### src/pkg/css_pkg.sv
/*
  Package for the coprocessor store execution unit: store widths, opcode
  layout, protection and translation lookup answers, and carrier structs.
  Assumes a 32-bit byte-addressed data memory port, written in aligned words with byte enables.
*/
package css_pkg;

  localparam int unsigned GPR_COUNT   = 32;
  localparam int unsigned GPR_IDX_W   = 5;
  localparam logic [4:0]  GPR_ZERO    = 5'h00;
  localparam logic [31:0] ADDR_ZERO   = 32'h00000000;
  localparam logic [31:0] WORD_ALIGN  = 32'hfffffffc;
  localparam logic [31:0] BEAT_STEP   = 32'h00000004;
  localparam logic [1:0]  BEATS_ONE   = 2'h0;
  localparam logic [1:0]  BEATS_TWO   = 2'h1;
  localparam logic [1:0]  BEATS_FOUR  = 2'h3;
  localparam logic [3:0]  BE_BYTE     = 4'h1;
  localparam logic [3:0]  BE_HALF     = 4'h3;
  localparam logic [3:0]  BE_WORD     = 4'hf;
  localparam logic [31:0] MASK_BYTE   = 32'h000000ff;
  localparam logic [31:0] MASK_HALF   = 32'h0000ffff;

  typedef enum logic [2:0] {
    CSS_SZ_BYTE,
    CSS_SZ_HALF,
    CSS_SZ_WORD,
    CSS_SZ_DOUBLE,
    CSS_SZ_QUAD
  } css_size_t;

  // One store instruction issued by the pipeline.
  typedef struct packed {
    css_size_t             size;
    logic                  update;
    logic [GPR_IDX_W-1:0]  baseGpr;
    logic [GPR_IDX_W-1:0]  indexGpr;
    logic [GPR_IDX_W-1:0]  coprocessorSourceRegField;
    logic                  reservedNonZero;
  } css_instr_t;

  // Machine state for the translation and protection check.
  typedef struct packed {
    logic relocEnable;
    logic userMode;
    logic tlbHit;
    logic zoneNoAccess;
    logic zoneReadOnly;
  } css_mmu_t;

  // One word write toward memory.
  typedef struct packed {
    logic        valid;
    logic [31:0] addr;
    logic [31:0] data;
    logic [3:0]  byteEn;
  } css_mem_t;

  // Completion report.
  typedef struct packed {
    logic done;
    logic dataStorageExc;
    logic tlbMissExc;
    logic undefinedForm;
  } css_status_t;

endpackage

### src/verilog/css_gpr_file.sv
/*
  General register file with two registered read ports and one write port.
  Assumes a single clock and synchronous reads returning the next cycle.
*/
`timescale 1ns/10ps
module css_gpr_file (
  // Clock and reset.
  input  wire logic                           core_clk,
  input  wire logic                           sys_rst,
  // Read ports.
  input  wire logic [css_pkg::GPR_IDX_W-1:0]  rdAddrA,
  input  wire logic [css_pkg::GPR_IDX_W-1:0]  rdAddrB,
  output logic      [31:0]                    rdDataA,
  output logic      [31:0]                    rdDataB,
  // Write port.
  input  wire logic                           wrEn,
  input  wire logic [css_pkg::GPR_IDX_W-1:0]  wrAddr,
  input  wire logic [31:0]                    wrData
);
  import css_pkg::*;

  logic [31:0] mem [GPR_COUNT];

  genvar g;
  generate
    for (g = 0; g < GPR_COUNT; g++) begin : gReg
      always_ff @(posedge core_clk or posedge sys_rst) begin
        if (sys_rst) begin
          mem[g] <= ADDR_ZERO;
        end else if (wrEn && wrAddr == GPR_IDX_W'(g)) begin
          mem[g] <= wrData;
        end
      end
    end
  endgenerate

  always_ff @(posedge core_clk or posedge sys_rst) begin
    if (sys_rst) begin
      rdDataA <= ADDR_ZERO;
      rdDataB <= ADDR_ZERO;
    end else begin
      rdDataA <= mem[rdAddrA];
      rdDataB <= mem[rdAddrB];
    end
  end

endmodule

### src/verilog/css_store_unit.sv
/*
  Store execution unit for stores whose data comes from a fabric coprocessor.
  Holds the general registers, forms the effective address, checks
  translation and zone protection, fetches one word per beat from the
  coprocessor and writes it to memory, then updates the base register.
  Assumes the coprocessor answers each fetch with a valid pulse and that the
  memory port takes a write in the cycle it is offered.
*/
`timescale 1ns/10ps

module css_store_unit (
  // Clock and reset.
  input  wire logic                           core_clk,
  input  wire logic                           sys_rst,
  // Instruction issue.
  input  wire logic                           instrValid,
  output logic                                instrReady,
  input  wire css_pkg::css_instr_t            instr,
  input  wire css_pkg::css_mmu_t              mmu,
  // Coprocessor data fetch.
  output logic                                cpFetchReq,
  output logic [css_pkg::GPR_IDX_W-1:0]       cpSourceReg,
  output logic [1:0]                          cpBeat,
  input  wire logic                           cpDataValid,
  input  wire logic [31:0]                    cpData,
  // Memory write port.
  output css_pkg::css_mem_t                   memWr,
  output logic [31:0]                         memCheckAddr,
  // Completion.
  output css_pkg::css_status_t                status,
  // General register loading by the pipeline.
  input  wire logic                           gprLoadEn,
  input  wire logic [css_pkg::GPR_IDX_W-1:0]  gprLoadAddr,
  input  wire logic [31:0]                    gprLoadData
);
  import css_pkg::*;

  typedef enum logic [2:0] {
    ST_IDLE,
    ST_READ,
    ST_CHECK,
    ST_FETCH,
    ST_WRITE,
    ST_DONE
  } css_state_t;

  typedef struct packed {
    css_state_t  state;
    css_instr_t  ins;
    logic [31:0] ea;
    logic [1:0]  beat;
    logic [1:0]  lastBeat;
    logic [31:0] word;
    css_mem_t    mem;
    css_status_t stat;
    logic        wbEn;
  } css_regs_t;

  css_regs_t   r;
  css_regs_t   nxt;
  logic [31:0] baseVal;
  logic [31:0] indexVal;
  logic        gprWrEn;
  logic        wbNow;
  logic [31:0] sum;
  logic        storageFault;

  ////////////////////////////////////////////////////////////////////////////
  function automatic logic [1:0] last_beat(input css_size_t s);
    case (s)
      CSS_SZ_DOUBLE: last_beat = BEATS_TWO;
      CSS_SZ_QUAD:   last_beat = BEATS_FOUR;
      default:       last_beat = BEATS_ONE;
    endcase
  endfunction

  function automatic logic [3:0] byte_en(input css_size_t s);
    case (s)
      CSS_SZ_BYTE: byte_en = BE_BYTE;
      CSS_SZ_HALF: byte_en = BE_HALF;
      default:     byte_en = BE_WORD;
    endcase
  endfunction

  ////////////////////////////////////////////////////////////////////////////
  css_gpr_file uGpr (
    .core_clk (core_clk),
    .sys_rst  (sys_rst),
    .rdAddrA  (r.ins.baseGpr),
    .rdAddrB  (r.ins.indexGpr),
    .rdDataA  (baseVal),
    .rdDataB  (indexVal),
    .wrEn     (gprWrEn),
    .wrAddr   (wbNow ? r.ins.baseGpr : gprLoadAddr),
    .wrData   (wbNow ? r.ea : gprLoadData)
  );

  // Write-back of the base register takes priority over pipeline loads.
  // The port is steered only in the completion cycle, so a load that lands
  // while an update store is still busy keeps its own address and data.
  assign wbNow   = (r.state == ST_DONE) && r.wbEn;
  assign gprWrEn = wbNow || gprLoadEn;

  ////////////////////////////////////////////////////////////////////////////
  always_comb begin
    sum = ADDR_ZERO;
    storageFault = 1'b0;
    nxt = r;
    nxt.mem.valid = 1'b0;
    nxt.stat.done = 1'b0;
    case (r.state)
      ST_IDLE: begin
        if (instrValid) begin
          nxt.ins = instr;
          nxt.beat = BEATS_ONE;
          nxt.lastBeat = last_beat(instr.size);
          nxt.state = ST_READ;
        end
      end
      ST_READ: begin
        nxt.state = ST_CHECK;
      end
      ST_CHECK: begin
        // Update forms never substitute zero; with base field zero the
        // register's own value is used, a bounded undefined result.
        if (!r.ins.update && r.ins.baseGpr == GPR_ZERO) begin
          sum = ADDR_ZERO + indexVal;
        end else begin
          sum = baseVal + indexVal;
        end
        nxt.ea = sum & WORD_ALIGN;
        storageFault = (mmu.zoneNoAccess && mmu.userMode)
                       || mmu.zoneReadOnly;
        nxt.stat.dataStorageExc = mmu.relocEnable && storageFault;
        nxt.stat.tlbMissExc = mmu.relocEnable && !mmu.tlbHit;
        // Nonzero reserved bits only raise undefinedForm; the store proceeds.
        nxt.stat.undefinedForm = r.ins.reservedNonZero
                                 || (r.ins.update && r.ins.baseGpr == GPR_ZERO);
        if (nxt.stat.dataStorageExc || nxt.stat.tlbMissExc) begin
          nxt.wbEn = 1'b0;
          nxt.state = ST_DONE;
        end else begin
          nxt.wbEn = r.ins.update;
          nxt.state = ST_FETCH;
        end
      end
      ST_FETCH: begin
        if (cpDataValid) begin
          nxt.word = cpData;
          nxt.state = ST_WRITE;
        end
      end
      ST_WRITE: begin
        nxt.mem.valid = 1'b1;
        nxt.mem.addr = r.ea + BEAT_STEP * 32'(r.beat);
        nxt.mem.byteEn = byte_en(r.ins.size);
        case (r.ins.size)
          CSS_SZ_BYTE: nxt.mem.data = r.word & MASK_BYTE;
          CSS_SZ_HALF: nxt.mem.data = r.word & MASK_HALF;
          default:     nxt.mem.data = r.word;
        endcase
        if (r.beat == r.lastBeat) begin
          nxt.state = ST_DONE;
        end else begin
          nxt.beat = r.beat + 2'h1;
          nxt.state = ST_FETCH;
        end
      end
      ST_DONE: begin
        nxt.stat.done = 1'b1;
        nxt.wbEn = 1'b0;
        nxt.state = ST_IDLE;
      end
      default: begin
        nxt.state = ST_IDLE;
      end
    endcase
  end

  always_ff @(posedge core_clk or posedge sys_rst) begin
    if (sys_rst) begin
      r <= '0;
    end else begin
      r <= nxt;
    end
  end

  ////////////////////////////////////////////////////////////////////////////
  assign instrReady   = (r.state == ST_IDLE);
  assign cpFetchReq   = (r.state == ST_FETCH);
  assign cpSourceReg  = r.ins.coprocessorSourceRegField;
  assign cpBeat       = r.beat;
  assign memWr        = r.mem;
  assign memCheckAddr = r.ea;
  assign status       = r.stat;

endmodule

### config.mk
export PLATFORM = sky130hd
export DESIGN_NAME = css_store_unit
export DESIGN_NICKNAME = d
export VERILOG_FILES = /design/src/pkg/css_pkg.sv /design/src/verilog/css_gpr_file.sv /design/src/verilog/css_store_unit.sv
export SDC_FILE = /design/constraint.sdc
export NUM_CORES = 2
export LEC_CHECK = 0
export BUFFER_PORTS_ARGS = -buffer_cell sky130_fd_sc_hd__buf_2
export CORE_ASPECT_RATIO = 1.75
export CORE_MARGIN = 1.5
export CORE_UTILIZATION = 45
export CTS_CLUSTER_DIAMETER = 40
export DETAILED_ROUTE_END_ITERATION = 8
export GPL_ROUTABILITY_DRIVEN = 0
export MAX_ROUTING_LAYER = met4
export PLACE_DENSITY = 0.74
export SLEW_MARGIN = 10
export SYNTH_ARGS = -nofsm -noshare
export SYNTH_HDL_FRONTEND = slang
export SYNTH_SLANG_ARGS = --single-unit
### constraint.sdc
create_clock -name core_clk -period 39.7 [get_ports core_clk]
set_clock_uncertainty 0.15 [all_clocks]
set_input_delay 7.94 -clock core_clk [delete_from_list [all_inputs] [get_ports core_clk]]
set_output_delay 7.94 -clock core_clk [all_outputs]
set_load 0.1 [all_outputs]
* Word-level counts from Yosys, hierarchy flattened
Cells that the tools add are included.
** Cells by class
- $add $sub $neg :: 3
- Order comparisons :: 2
- Eq/ne operators :: 43
- Mux-type cells :: 24
- Bitwise operators :: 2
- Reduce and logical (&&, ||, !) cells :: 54
** Operators by type and width (number)
- 32-bit binary-select mux with 5-bit select :: 2
- 32-bit two-way mux :: 6
- 5-bit == test, second input constant :: 16
- 69-bit two-way mux :: 1
- 32-bit one-hot mux with 2 select lines :: 1
- 5-bit by 4-bit == test with 1-bit output, second input constant :: 8
- 1-bit logical AND :: 38
- 32-bit adder :: 1
- 32-bit by 4-bit adder with 32-bit output :: 1
- 23-bit two-way mux :: 1
- 5-bit by 3-bit == test with 1-bit output, second input constant :: 4
- 3-bit one-hot mux with 5 select lines :: 1
- 6-bit greater-or-equal comparator, second input constant :: 2
- 5-bit NOT with 6-bit output :: 2
- 5-bit by 2-bit == test with 1-bit output, second input constant :: 2
- 5-bit zero test :: 2
- 3-bit by 2-bit == test with 1-bit output, second input constant :: 3
- 3-bit == test, second input constant :: 3
- 3-bit two-way mux :: 3
- 2-bit one-hot mux with 2 select lines :: 2
- 4-bit one-hot mux with 2 select lines :: 1
- 3-bit by 1-bit == test with 1-bit output, second input constant :: 2
- 3-bit zero test :: 2
- 2-bit AND reduction :: 3
- other kinds (14) :: 21
** Storage, ports and cells
- Flip-flop bits (word level) :: 1251
- Input bits :: 99
- Output and inout port bits :: 114
- Word-level logic and storage cells :: 182

* Longest topological paths before layout
- Depth after elaboration :: 6
- Depth in mapped cells :: 13
- Mapped depth without buffers :: 10

* Cells and area by module
From an unflattened synthesis, not the netlist that was laid out.
** Second synthesis, totals
- Cells, all modules :: 5683
- Area total of the unflattened synthesis :: 66993.0 um^2
** Modules (own cells, without submodules)
- css_gpr_file :: instances 1, cells an instance 4679, area an instance 57323.7 um^2
- css_store_unit :: instances 1, cells an instance 1004, area an instance 9669.3 um^2

* Worst setup path before layout
OpenSTA, ideal clock, no wires.
- Path kind :: register -> output
- From :: register r[162] (netlist bit)
- To :: output port instrReady
- Arrival time :: 2.595 ns
- Data required time :: 31.610 ns
- Slack :: 29.015 ns
- Cell stages (with the launch flop) :: 3
- Path buffers :: 1
- Path through :: dfrtp_1 buf_2 nor3_1
** Between the ends
- Word-level cells in the longest chain between the ends :: 1
** Ends and longest elaborated chain
- start, declared :: RTL line css_store_unit.sv:59 : css_regs_t r;
- start signal, assigned :: RTL line css_store_unit.sv:184 : r <= nxt;
- 3-bit zero test :: RTL line css_store_unit.sv:189 : assign instrReady = (r.state == ST_IDLE);
- end, declared :: RTL line css_store_unit.sv:17 : output logic instrReady,
No other way between the ends.

==> impl_metrics.env <==
export IMPL_status="complete, no violations"
export IMPL_row_count=181
export IMPL_start_util_pct=45.2
export IMPL_portBuffers=208
export IMPL_crit_arrival_ps=12950
export IMPL_combPwrFrac_pct=44.7
export IMPL_grt_overflow=0
export IMPL_finalNonFillerCells=7208
export IMPL_placed_cells=6997
export IMPL_hold_buffers=0
export IMPL_synth_seq_area_share_pct=49.7
export IMPL_yosysWarnings=0
export IMPL_synth_cell_types=62
export IMPL_finalSetupViolations=0
export IMPL_tns_ps=0
export IMPL_path_common_cell="buf_4"
export IMPL_area_delta_synth_final_pct=8.82
export IMPL_tightest_slew_ps=1210
export IMPL_swShare_pct=40.2
export IMPL_vias=45736
export IMPL_critPathBufInv=7
export IMPL_whs_ps=323
export IMPL_ant_nets=0
export IMPL_ctsRootBufferMaster="clkbuf_16"
export IMPL_critPathLaunchType="primary input"
export IMPL_dr_first_iter_drc_count=5426
export IMPL_crit_path_max_fanout=183
export IMPL_synth_ff_type="dfrtp_1"
export IMPL_netlist_instances=5447
export IMPL_async_flop_share_pct=100
export IMPL_firstDrtPassIters=6
export IMPL_synthesis_area_mm2=0.0628
export IMPL_maxSlewViolCount=0
export IMPL_syn_avg_cell_area_um2=11.5
export IMPL_seqPwrFrac_pct=36.0
export IMPL_coreArea_mm2=0.139
export IMPL_synth_edf_count=0
export IMPL_p_sw_mw=2.31
export IMPL_cts_clk_slew_worst_paths_ps=70
export IMPL_drc_errors=0
export IMPL_cts_resized=0
export IMPL_worst_path_largest_cell_delay_ps=930
export IMPL_p_per_area_mw_per_mm2=84.0
export IMPL_fillers=11722
export IMPL_max_vdd_ir_drop_uv=58.0
export IMPL_hold_viol=0
export IMPL_maxCapViolCount=0
export IMPL_track_usage_pct=27.3
export IMPL_synth_area_leaders="dfrtp_1 (50%), mux4_2 (20%), nand2_1 (5.5%), o21ai_1 (4.7%), a21oi_1 (2.4%)"
export IMPL_p_leak_nw=29.4
export IMPL_layout_drive_gt1_share_pct=24.1
export IMPL_grt_pass1_vias=46819
export IMPL_synth_seq_cells=1248
export IMPL_worst_slack_ps=27320
export IMPL_cts_buffers=106
export IMPL_min_period_ps=12380
export IMPL_grt_pass1_wl_mm=285
export IMPL_path_cells="buf_2 > clkinvlp_4 > buf_4 > buf_4 > buf_4 > buf_12 > buf_4"
export IMPL_finalCritPeriodShare_pct=31.2
export IMPL_numClockSinks=1248
export IMPL_pre_cts_ws_ps=26400
export IMPL_wire_per_inst_um=26.0
export IMPL_dieWidth_um=285
export IMPL_clock_latency_ps=750
export IMPL_pwr_share_clk_pct=19.3
export IMPL_clock_path_buffers=3
export IMPL_p_int_mw=3.43
export IMPL_critPathSlowestCell="buf_4"
export IMPL_cts_htree_levels=3
export IMPL_min_path_type="register to register"
export IMPL_worstSetupPathType="primary input to asynchronous set/reset pin"
export IMPL_boundaryPins=213
export IMPL_antenna_found_initial=14
export IMPL_cts_setup_buffers=0
export IMPL_dp_hpwl_mm=107
export IMPL_grt_max_degree=184
export IMPL_vias_per_cell=6.35
export IMPL_grt_setup_unrepaired="false"
export IMPL_die_h_um=497
export IMPL_cp_required_ps=40260
export IMPL_routed_wl_mm=187
export IMPL_tritoncts="built"
export IMPL_crit_family="buffers and inverters"
export IMPL_fmax_ghz=0.0807
export IMPL_synth_top_cell_by_area="dfrtp_1"
export IMPL_fin_nets=5407
export IMPL_yosys_area_top_type_share_pct=49.7
export IMPL_fp_dieArea_mm2=0.142
export IMPL_worstSetupEndpointType="asynchronous set/reset pin"
export IMPL_slew_headroom_pct=19.1
==> cell type report <==
class	count	area (µm²)	area share [%]
Antenna cell	12	30.0	0.0439
Tap cell	1830	2290	3.35
Sequential cell	1248	31300	45.8
Multi-Input combinational cell	3566	29000	42.4
Timing Repair Buffer	335	2030	2.97
Clock inverter	55	628	0.919
Clock buffer	144	3040	4.45
Inverter	18	71.3	0.104
==> state kept, by name, summed over array words and instances (netlist names) <==
register,cells
memWr,66
cpBeat,2
cpSourceReg,5
uGpr.rdDataA,32
r,53
memCheckAddr,30
status,4
uGpr.rdDataB,32
uGpr.mem,1024
==> power groups by stage <==
stage / sequential, mW / combinational (mW) / clock (mW)
CTS: 2.05 / 2.56 / 1.12
finish: 2.07 / 2.57 / 1.11
detailed placement: 2.08 / 2.55 / 0
global placement: 2.04 / 2.50 / 0
floorplan: 1.90 / 2.16 / 0
global route: 2.11 / 2.72 / 1.16
==> routing by layer <==
layer / global-route usage (%) / wire length (µm)
met1: 32.1 / 65300
met4: 16.0 / 12100
met2: 43.8 / 91100
met5: - / 0
met3: 5.29 / 18900
==> cell usage in the layout (no fill, tap or decap), types with 14 or more instances in the layout <==
master	Yosys	layout
inv_1	17	16
clkbuf_8	0	20
mux2_2	128	128
a221oi_1	15	15
nor2_1	272	270
clkinv_2	0	18
o21ai_1	584	584
clkbuf_16	0	108
nand2b_1	19	18
mux2i_2	1	30
dfrtp_1	1248	1238
o21ai_0	293	293
nand3_1	26	18
o221ai_1	19	19
a22o_1	27	27
xnor2_1	25	25
mux2i_1	108	78
a21oi_1	301	300
xor2_1	25	25
and3_1	14	14
nand4_1	26	26
clkbuf_1	383	16
nand2_1	925	921
o22ai_1	21	21
buf_2	63	208
buf_4	114	124
o211ai_1	14	14
mux4_2	564	564
ha_1	32	32
==> cells in the mapped netlist, types with 11 or more instances <==
master	n
a211o_1	11
a211oi_1	11
a21o_1	11
a21oi_1	301
a221oi_1	15
a22o_1	27
and2_1	12
and3_1	14
buf_1	58
buf_2	63
buf_4	114
clkbuf_1	383
dfrtp_1	1248
ha_1	32
inv_1	17
mux2_2	128
mux2i_1	108
mux4_2	564
nand2_1	925
nand2b_1	19
nand3_1	26
nand4_1	26
nor2_1	272
nor3_1	12
o211ai_1	14
o21ai_0	293
o21ai_1	584
o221ai_1	19
o22ai_1	21
xnor2_1	25
xor2_1	25
==> stage by stage <==
step                      utilization, %  total power, mW  area, µm²
after floorplan                        -             4.05      62800
after CTS                           49.2             5.73      68300
after detailed placement            46.6             4.63      64600
after global placement              46.6             4.54      64600
after global routing                49.2             6.00      68300
final                               49.2             5.74      68300
==> final timing paths <==
check / from / endpoint / slack (ps) / depth (start not counted)
max in group core_clk: gprLoadAddr[2] / uGpr.mem[244] / 29050 / 7
min in group asynchronous: sys_rst / uGpr.mem[819] / 7220 / 2
worst max-delay path: sys_rst / uGpr.mem[199] / 27320 / 7
worst max register to register: r[164] / uGpr.mem[244] / 35120 / 9
worst min-delay path: memWr[0] / memWr[0] / 320 / 1
worst min register to register: memWr[0] / memWr[0] / 320 / 1
==> cell families (layout without fill, tap and decap cells) <==
kind of cell | Yosys count | count (layout) | share of synthesized area (%)
compound gates | 1340 | 1340 | 11.5
simple gates | 1337 | 1337 | 8.52
flops | 1248 | 1248 | 49.7
mux | 802 | 802 | 24.3
buf+inv | 636 | 552 | 4.61
xor+xnor | 50 | 50 | 0.697
fa+ha+maj | 33 | 33 | 0.669
other cells | 1 | 16 | 0.00597
(Power assumes the default switching activity.)
